### src/hdl/status_led_consts.vh
`ifndef STATUS_LED_CONSTS_VH
`define STATUS_LED_CONSTS_VH
// clock rate in hz
`define CLK_HZ 25000000
// blink period for link activity in ms, flash period for bicolour lamps in ms
`define ACT_BLINK_MS 100
`define FLASH_MS 1000
// lamp test time at startup in ms
`define LAMP_TEST_MS 2000
// cycles derived from the times above
`define ACT_HALF_CYC ((`CLK_HZ / 1000) * `ACT_BLINK_MS / 2)
`define FLASH_HALF_CYC ((`CLK_HZ / 1000) * `FLASH_MS / 2)
`define LAMP_TEST_CYC ((`CLK_HZ / 1000) * `LAMP_TEST_MS)
// hardware address layout
`define HW_ADDR_PREFIX_MSB 47
`define HW_ADDR_PREFIX_LSB 24
`define HW_ADDR_SERIAL_MSB 23
`define HW_ADDR_SERIAL_LSB 0
// factory network parameters
`define DEF_IP_ADDR 32'hc0a8010a
`define DEF_NETMASK 32'hffffff00
`define DEF_GATEWAY 32'h00000000
// port speed select codes
`define SPEED_10 1'b0
`define SPEED_100 1'b1
// bicolour lamp codes {red, green}
`define LAMP_OFF 2'b00
`define LAMP_GREEN 2'b01
`define LAMP_RED 2'b10
`define LAMP_BOTH 2'b11
`endif

### src/hdl/encoder_network_status_leds.v
`include "status_led_consts.vh"
`timescale 1ns/1ns
`default_nettype none

// interface notes for whoever integrates this block
// - every input but the asynchronous rstn is a level sampled on the rising clock edge, except message_rx and cfg_we
// - message_rx is one clock high per application message; back to back is fine
// - timeout_cycles counts clocks of silence while online; zero turns it off
// - cfg_we is a one-clock strobe carrying all three network words at once
// - factory_restore wins over cfg_we when both are high in the same clock
// - the hardware address has no write path at all, by construction
// - lamp codes are {red, green}; both bits high only during the lamp test
// - port lamps are single colour: high means lit
// - speed outputs are 1 for the fast rate and 0 for the slow fallback
// - every output leaves a flip-flop, so lamp drivers see no decode glitches
// limitations
// - blink and flash cadences are free running, not restarted per event,
//   so the first lit or dark phase of a flash may be shorter than the rest
// - the lamp test runs once after every reset; it cannot be retriggered
// - the timeout compare uses the live timeout_cycles value, so changing it
//   while online takes effect at once rather than at the next message
// - speed follows partner capability directly; negotiation itself is
//   outside this block and only its outcome is reported here

module encoder_network_status_leds #(
  parameter [23:0] MANUFACTURER_PREFIX = 24'h5a5a5a,       // arbitrary value
  parameter [23:0] UNIT_SERIAL         = 24'h000001,       // arbitrary value
  parameter        ACT_HALF            = `ACT_HALF_CYC,
  parameter        FLASH_HALF          = `FLASH_HALF_CYC,
  parameter        LAMP_TEST           = `LAMP_TEST_CYC,
  parameter        TIMEOUT_W           = 32
) (
  input  wire                 clk,
  input  wire                 rstn,
  input  wire                 first_port_link,
  input  wire                 first_port_activity,
  input  wire                 first_port_partner_fast,
  input  wire                 second_port_link,
  input  wire                 second_port_activity,
  input  wire                 second_port_partner_fast,
  input  wire                 ip_valid,
  input  wire                 ip_conflict,
  input  wire                 fatal_error,
  input  wire                 minor_fault,
  input  wire                 message_rx,
  input  wire [TIMEOUT_W-1:0] timeout_cycles,
  input  wire                 cfg_we,
  input  wire [31:0]          cfg_ip_addr,
  input  wire [31:0]          cfg_netmask,
  input  wire [31:0]          cfg_gateway,
  input  wire                 factory_restore,
  output reg                  first_port_led,
  output reg                  second_port_led,
  output reg                  first_port_speed,
  output reg                  second_port_speed,
  output reg  [1:0]           network_state_indicator,
  output reg  [1:0]           module_health_indicator,
  output reg  [47:0]          hw_addr,
  output reg  [31:0]          ip_addr,
  output reg  [31:0]          netmask,
  output reg  [31:0]          gateway
);

  // network state sequence
  // - no address: lamp dark until an address is held
  // - waiting: address held, no application message yet, green flash
  // - online: at least one message seen, steady green
  // - timed out: silence exceeded the timeout, red flash
  // losing the address from any state returns to no address; a message
  // from the timed out state brings the block back online at once
  // conflict and fatal error do not change the state, they only paint
  // the lamp red, so the previous state shows again once they clear
  localparam NS_NO_ADDR  = 2'd0;
  localparam NS_WAIT_MSG = 2'd1;
  localparam NS_ONLINE   = 2'd2;
  localparam NS_TIMEOUT  = 2'd3;

  reg [31:0]          act_cnt_q;
  reg                 act_ph_q;
  reg [31:0]          flash_cnt_q;
  reg                 flash_ph_q;
  reg [31:0]          test_cnt_q;
  reg                 test_q;
  reg [1:0]           ns_state_q;
  reg [1:0]           ns_state_d;
  reg [TIMEOUT_W-1:0] idle_cnt_q;
  reg [1:0]           ns_lamp_d;
  reg [1:0]           ms_lamp_d;

  // link lamp decode, shared by both ports
  function link_lamp;
    input link;
    input act;
    input phase;
    begin
      if (act)
        link_lamp = phase;
      else
        link_lamp = link;
    end
  endfunction

  // free-running cadence counters; fixed periods keep blink and flash distinct
  // the activity blink is ten times faster than the flash, so an operator
  // can tell traffic from a state flash at a glance
  // counters are 32 bits so the slow flash fits at the full clock rate;
  // the compare uses >= so a shortened period parameter can never hang it
  always @(posedge clk or negedge rstn) begin
    if (!rstn) begin
      act_cnt_q   <= 32'h0;
      act_ph_q    <= 1'b0;
      flash_cnt_q <= 32'h0;
      flash_ph_q  <= 1'b0;
    end else begin
      if (act_cnt_q >= ACT_HALF - 1) begin
        act_cnt_q <= 32'h0;
        act_ph_q  <= ~act_ph_q;
      end else begin
        act_cnt_q <= act_cnt_q + 32'h1;
      end
      if (flash_cnt_q >= FLASH_HALF - 1) begin
        flash_cnt_q <= 32'h0;
        flash_ph_q  <= ~flash_ph_q;
      end else begin
        flash_cnt_q <= flash_cnt_q + 32'h1;
      end
    end
  end

  // startup lamp test window
  // both lamps show both colours so a dead red or green element is visible
  // the counter stops once the window closes, saving toggling power
  always @(posedge clk or negedge rstn) begin
    if (!rstn) begin
      test_cnt_q <= 32'h0;
      test_q     <= 1'b1;
    end else if (test_q) begin
      if (test_cnt_q >= LAMP_TEST - 1)
        test_q <= 1'b0;
      test_cnt_q <= test_cnt_q + 32'h1;
    end
  end

  // network state sequence; a message resets the idle count
  always @* begin
    ns_state_d = ns_state_q;
    case (ns_state_q)
      NS_NO_ADDR: begin
        if (ip_valid)
          ns_state_d = NS_WAIT_MSG;
      end
      NS_WAIT_MSG: begin
        if (message_rx)
          ns_state_d = NS_ONLINE;
      end
      NS_ONLINE: begin
        if (message_rx)
          ns_state_d = NS_ONLINE;
        else if (idle_cnt_q >= timeout_cycles - 1'b1 && timeout_cycles != 0)
          ns_state_d = NS_TIMEOUT;
      end
      NS_TIMEOUT: begin
        if (message_rx)
          ns_state_d = NS_ONLINE;
      end
      default: ns_state_d = NS_NO_ADDR;
    endcase
    if (!ip_valid)
      ns_state_d = NS_NO_ADDR;
  end

  always @(posedge clk or negedge rstn) begin
    if (!rstn) begin
      ns_state_q <= NS_NO_ADDR;
      idle_cnt_q <= {TIMEOUT_W{1'b0}};
    end else begin
      ns_state_q <= ns_state_d;
      if (message_rx || ns_state_q != NS_ONLINE)
        idle_cnt_q <= {TIMEOUT_W{1'b0}};
      else
        idle_cnt_q <= idle_cnt_q + 1'b1;
    end
  end

  // lamp colour selection; the lamp test comes first
  // precedence, highest first: lamp test, fatal or conflict red, then state
  // a fatal error paints both lamps red so the pair reads as one alarm
  // a minor fault only touches the health lamp, the network lamp is kept
  always @* begin
    case (ns_state_q)
      NS_WAIT_MSG: ns_lamp_d = flash_ph_q ? `LAMP_GREEN : `LAMP_OFF;
      NS_ONLINE:   ns_lamp_d = `LAMP_GREEN;
      NS_TIMEOUT:  ns_lamp_d = flash_ph_q ? `LAMP_RED : `LAMP_OFF;
      default:     ns_lamp_d = `LAMP_OFF;
    endcase
    if (ip_conflict || fatal_error)
      ns_lamp_d = `LAMP_RED;
    if (fatal_error)
      ms_lamp_d = `LAMP_RED;
    else if (minor_fault)
      ms_lamp_d = flash_ph_q ? `LAMP_RED : `LAMP_OFF;
    else
      ms_lamp_d = `LAMP_GREEN;
    if (test_q) begin
      ns_lamp_d = `LAMP_BOTH;
      ms_lamp_d = `LAMP_BOTH;
    end
  end

  // registered lamp and speed outputs
  always @(posedge clk or negedge rstn) begin
    if (!rstn) begin
      first_port_led          <= 1'b0;
      second_port_led         <= 1'b0;
      first_port_speed        <= `SPEED_100;
      second_port_speed       <= `SPEED_100;
      network_state_indicator <= `LAMP_OFF;
      module_health_indicator <= `LAMP_OFF;
    end else begin
      first_port_led          <= link_lamp(first_port_link, first_port_activity, act_ph_q);
      second_port_led         <= link_lamp(second_port_link, second_port_activity, act_ph_q);
      first_port_speed        <= first_port_partner_fast ? `SPEED_100 : `SPEED_10;
      second_port_speed       <= second_port_partner_fast ? `SPEED_100 : `SPEED_10;
      network_state_indicator <= ns_lamp_d;
      module_health_indicator <= ms_lamp_d;
    end
  end

  // identity and network parameters; the hardware address has no write path
  // the address is reloaded from parameters on every clock, so even an upset
  // flip-flop heals within one cycle; reset shows zero for a single window
  // network words accept the full 32-bit range; checking them against
  // addressing rules is left to the configuring software
  always @(posedge clk or negedge rstn) begin
    if (!rstn) begin
      hw_addr <= 48'h0;
      ip_addr <= `DEF_IP_ADDR;
      netmask <= `DEF_NETMASK;
      gateway <= `DEF_GATEWAY;
    end else begin
      hw_addr[`HW_ADDR_PREFIX_MSB:`HW_ADDR_PREFIX_LSB] <= MANUFACTURER_PREFIX;
      hw_addr[`HW_ADDR_SERIAL_MSB:`HW_ADDR_SERIAL_LSB] <= UNIT_SERIAL;
      if (factory_restore) begin
        ip_addr <= `DEF_IP_ADDR;
        netmask <= `DEF_NETMASK;
        gateway <= `DEF_GATEWAY;
      end else if (cfg_we) begin
        ip_addr <= cfg_ip_addr;
        netmask <= cfg_netmask;
        gateway <= cfg_gateway;
      end
    end
  end

endmodule

`default_nettype wire

### config.mk
export PLATFORM = sky130hd
export DESIGN_NAME = encoder_network_status_leds
export DESIGN_NICKNAME = d
export VERILOG_FILES = /design/src/hdl/encoder_network_status_leds.v
export VERILOG_INCLUDE_DIRS = /design/src /design/src/hdl
export SDC_FILE = /design/constraint.sdc
export NUM_CORES = 1
export LEC_CHECK = 0
export BUFFER_PORTS_ARGS = -buffer_cell sky130_fd_sc_hd__buf_2
export CAP_MARGIN = 10
export CORE_MARGIN = 4
export CORE_UTILIZATION = 54
export DETAILED_ROUTE_END_ITERATION = 12
export GPL_ROUTABILITY_DRIVEN = 0
export PLACE_DENSITY = 0.8
export SLEW_MARGIN = 30
export SYNTH_ARGS = -nofsm -noshare
export SYNTH_HDL_FRONTEND = slang
export SYNTH_SLANG_ARGS = --single-unit
### constraint.sdc
create_clock -name clk -period 2.51 [get_ports clk]
set_input_delay 0 -clock clk [delete_from_list [all_inputs] [get_ports clk]]
set_output_delay 0 -clock clk [all_outputs]
set_load 0.01 [all_outputs]
==> results.tsv, run 1 <==
metric	value	unit
status	completed	
port_buffers	259	
crit_fanout	5	
num-nets-final	1696	
synth_common_cells	dfrtp_1, nor2_1, xnor2_1, mux2i_1, nand3_1	
rows	53	
drc	0	
use_met1	32.7	%
wl	32900	um
setup.worst_path.end_class	flop	
skew	22.9	ps
cts_sinks	238	
yosys_warnings	0	
slew_violations	0	
clk_latency	530	ps
peakVddDrop	571	uV
synth.distinct_cells	54	
grt_max_degree	80	
layout-drive-gt1-share	25.6	%
fin_crit	2360	ps
drtAntennaViolNets	0	
syn_area	0.0117	mm2
routedWlPerCell	18.2	um
grt_pass1_vias	9914	
numCtsBuffers	26	
cts_setup_buffers	0	
yosysTopAreaCell	dfrtp_1	
ys_seq_area_share	51.3	%
tritoncts	built	
ys_ff_latch	238	
gr-total-overflow	0	
fin_ws	150	ps
hold_class	primary input to asynchronous set/reset pin	
core	0.0212	mm2
die_h	155	um
rsz0062_at_grt	false	
place_inst	1651	
top_level_ports	295	
postSynthAreaPerCell	10.5	um2
critPathKind	primary input to flop	
cts_resized	0	
syn_to_final_growth	31.2	%
place_ws	-350	ps
synth.top_cell.area_share	43.5	%
utilization	72.5	%
setup_tns	0	ps
dr.pass1.iters	5	
design.die.area	0.0241	mm2
finalHoldViolations	0	
grt_pass1_wl	52400	um
clock_path_buffers	3	
power.density	571	mW/mm2
netlist_top_cells_area	dfrtp_1, dfstp_2, nor2_1	
synth_most_common_cell	dfrtp_1	
setup_viol	0	
arrival	2750	ps
async_flop_share	100	%
max-cap-violations	0	
track_usage	26.8	%
grt_antenna_before_repair	1	
drt_iter0_markers	633	
grt_use_met2	46.5	%
fin_crit_sh	94.0	%
synthesis.instances	1112	
critPathRequiredTime	2900	ps
cp-start-kind	primary input	
die_w	155	um
dp_hpwl	20900	um
initial_core_util	55.2	%
grt.met3_usage	4.53	%
fmax	0.424	GHz
clock-root-buffer	clkbuf_16	
synth-main-ff-cell	dfrtp_1	
max_slew_margin	49.1	%
synth-edff-count	0	
final.fill_count	1384	
p_leak	7.26	nW
vias	9746	
top_usage_layer	met2	
vias_per_cell	5.38	
cts.clk_slew.worst_paths	60	ps
tightest_slew	763	ps
stdcell_count	1810	
htreeDepth	1	
layer usage:
| layer | routed length, um | part of all wire [%] |
|---|---|---|
| met5 | 0 | 0 |
| met1 | 12700 | 39 |
| met3 | 2170 | 6.6 |
| met2 | 16400 | 50 |
| met4 | 1660 | 5.0 |
placed cells by master, fill, tap and decap left out, drive strengths merged, types with 2 or more instances in the layout:
cell type,n
buf,300
dfrtp,203
nor2,180
dlygate4sd3,111
xnor2,77
mux2i,65
nand3,57
conb,55
xor2,53
nand2,42
ha,38
dfstp,35
a211o,34
clkbuf,34
nor2b,33
nand4,30
nor3,29
nor4,23
inv,19
and3,17
a21oi,17
or3,11
o21ai,9
clkinv,9
and4,6
or4,5
a21o,4
a31oi,4
and2,4
mux2,3
nor4b,2
nand2b,2
a211oi,2
o21a,2
o211ai,2
or3b,2
o31ai,2
final timing paths:
path	slack (ps)	start	endpoint	cells after the start
worst max-delay path	150	timeout_cycles[3]	ns_state_q[0]	12
worst min-delay path	0.06	rstn	gateway[24]	2
worst max register to register	390	flash_cnt_q[0]	flash_cnt_q[7]	6
worst min register to register	460	test_cnt_q[23]	test_cnt_q[23]	1
max in group asynchronous	1690	rstn	second_port_speed	3
min in group clk	40	factory_restore	netmask[5]	2
logic make-up (layout without fill, tap and decap cells):
kind of cell | count (synthesis) | after routing | synth area share [%]
buffers and inverters | 106 | 475 | 4.92
muxes | 68 | 68 | 5.86
adders and majority gates | 38 | 38 | 4.07
and+or+nand+nor | 448 | 448 | 18.9
DFF | 238 | 238 | 51.3
xor gates and xnor gates | 130 | 130 | 9.74
other | 2 | 56 | 0.0643
AOI/OAI and AO/OA | 82 | 82 | 5.07
area by class of cell:
class / count / area [um2] / area share [%]
sequential: 238 / 6000 / 39.1
multi-input combinational: 821 / 5330 / 34.7
clock buffer: 34 / 721 / 4.70
inverter: 17 / 63.8 / 0.416
timing repair buffer: 411 / 2770 / 18.0
clock inverter: 13 / 114 / 0.742
antenna: 1 / 2.50 / 0.0163
tap: 275 / 344 / 2.24
where the power goes:
part | total [mW] | switching, mW | internal [mW]
logic | 1.00 | 0.547 | 0.454
registers | 4.07 | 0.0765 | 3.99
clock network | 3.69 | 1.55 | 2.14
worst max-delay path: stages:
cell	delay [ps]
buf_2	140
nor4_4	300
nand4_2	140
or4_1	580
or3b_1	430
xor2_1	160
ha_1	300
nand4_1	130
nor2_1	70
a22o_1	200
nor4_1	190
a21oi_1	100
registers in the layout, summed over array words and instances, names as in the netlist, 2 cells and up:
signal                   cells
ns_state_q                   2
module_health_indicator      2
ip_addr                     32
netmask                     32
act_cnt_q                   32
flash_cnt_q                 32
idle_cnt_q                  32
gateway                     32
network_state_indicator      2
test_cnt_q                  32
per-stage QoR:
step	instance area, um2	hold WS, ps	power [mW]
after detailed placement	13400	-41.4	4.94
final	15300	0.0577	8.75
after global routing	15300	24.8	9.09
after CTS	15300	11.5	8.77
after floorplan	11900	-296	4.53
after global placement	13400	-43.8	4.91
repair_timing:
item | in CTS | in global routing
hold buffers | 111 | 0
hold endpoints to repair | 327 | 0
endpoints found under the setup margin | 0 | 0
Power figures use the tool's default switching activity.
==> run 2: changes to the inputs <==
==> constraint.sdc (replaced) <==
create_clock -name clk -period 2.51 [get_ports clk]
set_input_delay 0.3765 -clock clk [delete_from_list [all_inputs] [get_ports clk]]
set_output_delay 0.3765 -clock clk [all_outputs]
set_load 0.01 [all_outputs]
==> run 2 against run 1 <==
  * The flow now finishes with violations (setup timing)
  * Clock power up 4%
  * Sequential power barely moved
  * Sequential share of layout area rose by 2.2 points
==> results.tsv, run 2 (synthesis results as in run 1) <==
metric	value	unit	change
top_level_ports	295		unchanged
fin_crit	2590	ps	+230 ps
die_w	155	um	unchanged
clock_path_buffers	3		unchanged
holdPathEnd	netmask[20]		
swShare	23.5	%	-1.3 points
power.density	600	mW/mm2	+5.2%
dp_hpwl	20900	um	about the same
track_usage	23.3	%	-3.5 points
design.die.area	0.0241	mm2	unchanged
port_buffers	259		unchanged
core	0.0212	mm2	unchanged
drtAntennaViolNets	0		unchanged
final_common_cell	buf_2		
tritoncts	built		
setup_tns	-80.5	ps	-80.5 ps
die_h	155	um	unchanged
intPower	6.67	mW	+1.4%
p_sw	2.05	mW	-5.4%
setup_viol	1		+1
fin_crit_sh	103	%	+9.2 points
grt_pass1_wl	46000	um	-12%
max_slew_margin	53.8	%	+4.7 points
violations	setup timing		
cpPeakStageDelay	530	ps	-50 ps
pwr-share-seq	46.4	%	about the same
layout_common_cells	buf_2, dfrtp_1, nor2_1, xnor2_1, mux2i_1		
fmax	0.386	GHz	-8.9%
crit_buf_inv	1		unchanged
max-cap-violations	0		unchanged
stdcell_count	1722		-4.9%
grt_max_degree	69		-14%
drt_iter0_markers	604		-4.6%
hold_class	primary input to flop		
pwr-share-clk	43.9	%	+1.8 points
met3_length	1760	um	-19%
numCtsBuffers	25		-3.8%
grt_pass1_vias	9025		-9.0%
vias_per_cell	5.28		-1.9%
path_cells	buf_6 > nor4_4 > nand4_2 > or4_4 > or3b_4 > xor2_1 > ha_1 > nand4_1 > nor4_2 > a22o_1 > nor4_2 > a21oi_1		
cpMaxStageDelayCell	or4_4		
htreeDepth	1		unchanged
design_area	0.0145	mm2	-5.2%
rsz0062_at_grt	true		
routedWlPerCell	16.6	um	-8.4%
hp-start	cfg_netmask[20]		
place_inst	1672		+1.3%
tightest_slew	693	ps	-70.5 ps
layout-drive-gt1-share	29.0	%	+3.4 points
dr.pass1.iters	5		unchanged
final.fill_count	1593		+15%
p_comb_share	9.7	%	-1.7 points
gr-total-overflow	0		unchanged
setup.worst_path.end_class	flop		
clk_latency	530	ps	about the same
wl_met2	14600	um	-11%
drt-met1-wl	11000	um	-13%
place_ws	-699	ps	-348 ps
crit_fanout	4		-1
grt_antenna_before_repair	4		+3
timing.rr.start	flash_cnt_q[0]		
reg2reg_to	flash_ph_q		
clock-root-buffer	clkbuf_16		
vias	9094		-6.7%
peakVddDrop	474	uV	-17%
slew_violations	0		unchanged
syn_to_final_growth	24.4	%	
cts_sinks	238		unchanged
utilization	68.7	%	-3.8 points
critPathKind	primary input to flop		
cp_top_family	simple AND/OR/NAND/NOR gates		
arrival	3030	ps	+280 ps
fin_ws	-80.5	ps	-230 ps
cts_setup_buffers	0		unchanged
top_layer	met5		
status	finished with violations		
finalHoldViolations	0		unchanged
crit_cells	12		unchanged
critPathRequiredTime	2950	ps	+50 ps
drc	0		unchanged
skew	19.1	ps	-3.75 ps
initial_core_util	55.2	%	unchanged
cts.clk_slew.worst_paths	60	ps	about the same
p_leak	6.94	nW	-4.3%
regToRegSetupSlack	380	ps	about the same
placed_cell_area	0.0136	mm2	+1.4%
cp-start-kind	primary input		
whs_path_depth	2		
total_power	8.73	mW	-0.31%
wl	28700	um	-13%
r2r_cells	6		unchanged
rows	53		unchanged
crit_top_cell	nor4_2		
num-nets-final	1608		-5.2%
hold_slack	53.3	ps	+53.3 ps
[run 2: changes by cell type in the layout (fill, tap and decap cells not counted), sizes merged]
cell,before,now
bufinv,1,2
clkinv,9,5
dlygate4sd3,111,3
inv,19,18
buf,300,321
clkbuf,34,37
[run 2: metal layers]
| layer | vias to the layer above | GRT usage, % |
|---|---|---|
| met2 | 252 | 41.0 |
| met1 | 4399 | 28.3 |
| li1 | 4365 | - |
| met5 | - | 0 |
| met3 | 72 | 4.23 |
| met4 | 6 | 9.08 |
[run 2: worst max path at each step]
stage	slack, ps	to	startpoint
3_3_place_gp	-660	ns_state_q[0]	timeout_cycles[3]
5_1_grt	-200	ns_state_q[0]	timeout_cycles[5]
2_1_floorplan	-520	ns_state_q[0]	timeout_cycles[5]
6_report	-80	ns_state_q[0]	timeout_cycles[5]
4_1_cts	-70	ns_state_q[0]	timeout_cycles[5]
3_5_place_dp	-700	ns_state_q[0]	timeout_cycles[3]
[run 2: what timing repair did]
item	CTS	global route
endpoints found under the hold margin	54	0
setup endpoints to repair	1	1
hold buffers	3	0
pin swaps	0	2
gates resized for setup	6	5
[run 2: power groups by stage]
stage               Combinational (mW)  Clock [mW]  Sequential [mW]
CTS                              0.853        3.91             4.05
detailed placement               0.840           0             4.12
finish                           0.844        3.83             4.05
floorplan                        0.369           0             4.17
global placement                 0.825           0             4.11
global route                     0.932        4.07             4.07
[run 2: cell type report]
cell class / instances / area (um2) / share of cell area [%]
tap: 275 / 344 / 2.37
clock buffer: 37 / 762 / 5.24
inverter: 17 / 63.8 / 0.439
multi-input combinational: 821 / 5370 / 36.9
timing repair buffer: 324 / 1880 / 12.9
antenna: 1 / 2.50 / 0.0172
sequential: 238 / 6000 / 41.3
clock inverter: 9 / 116 / 0.800
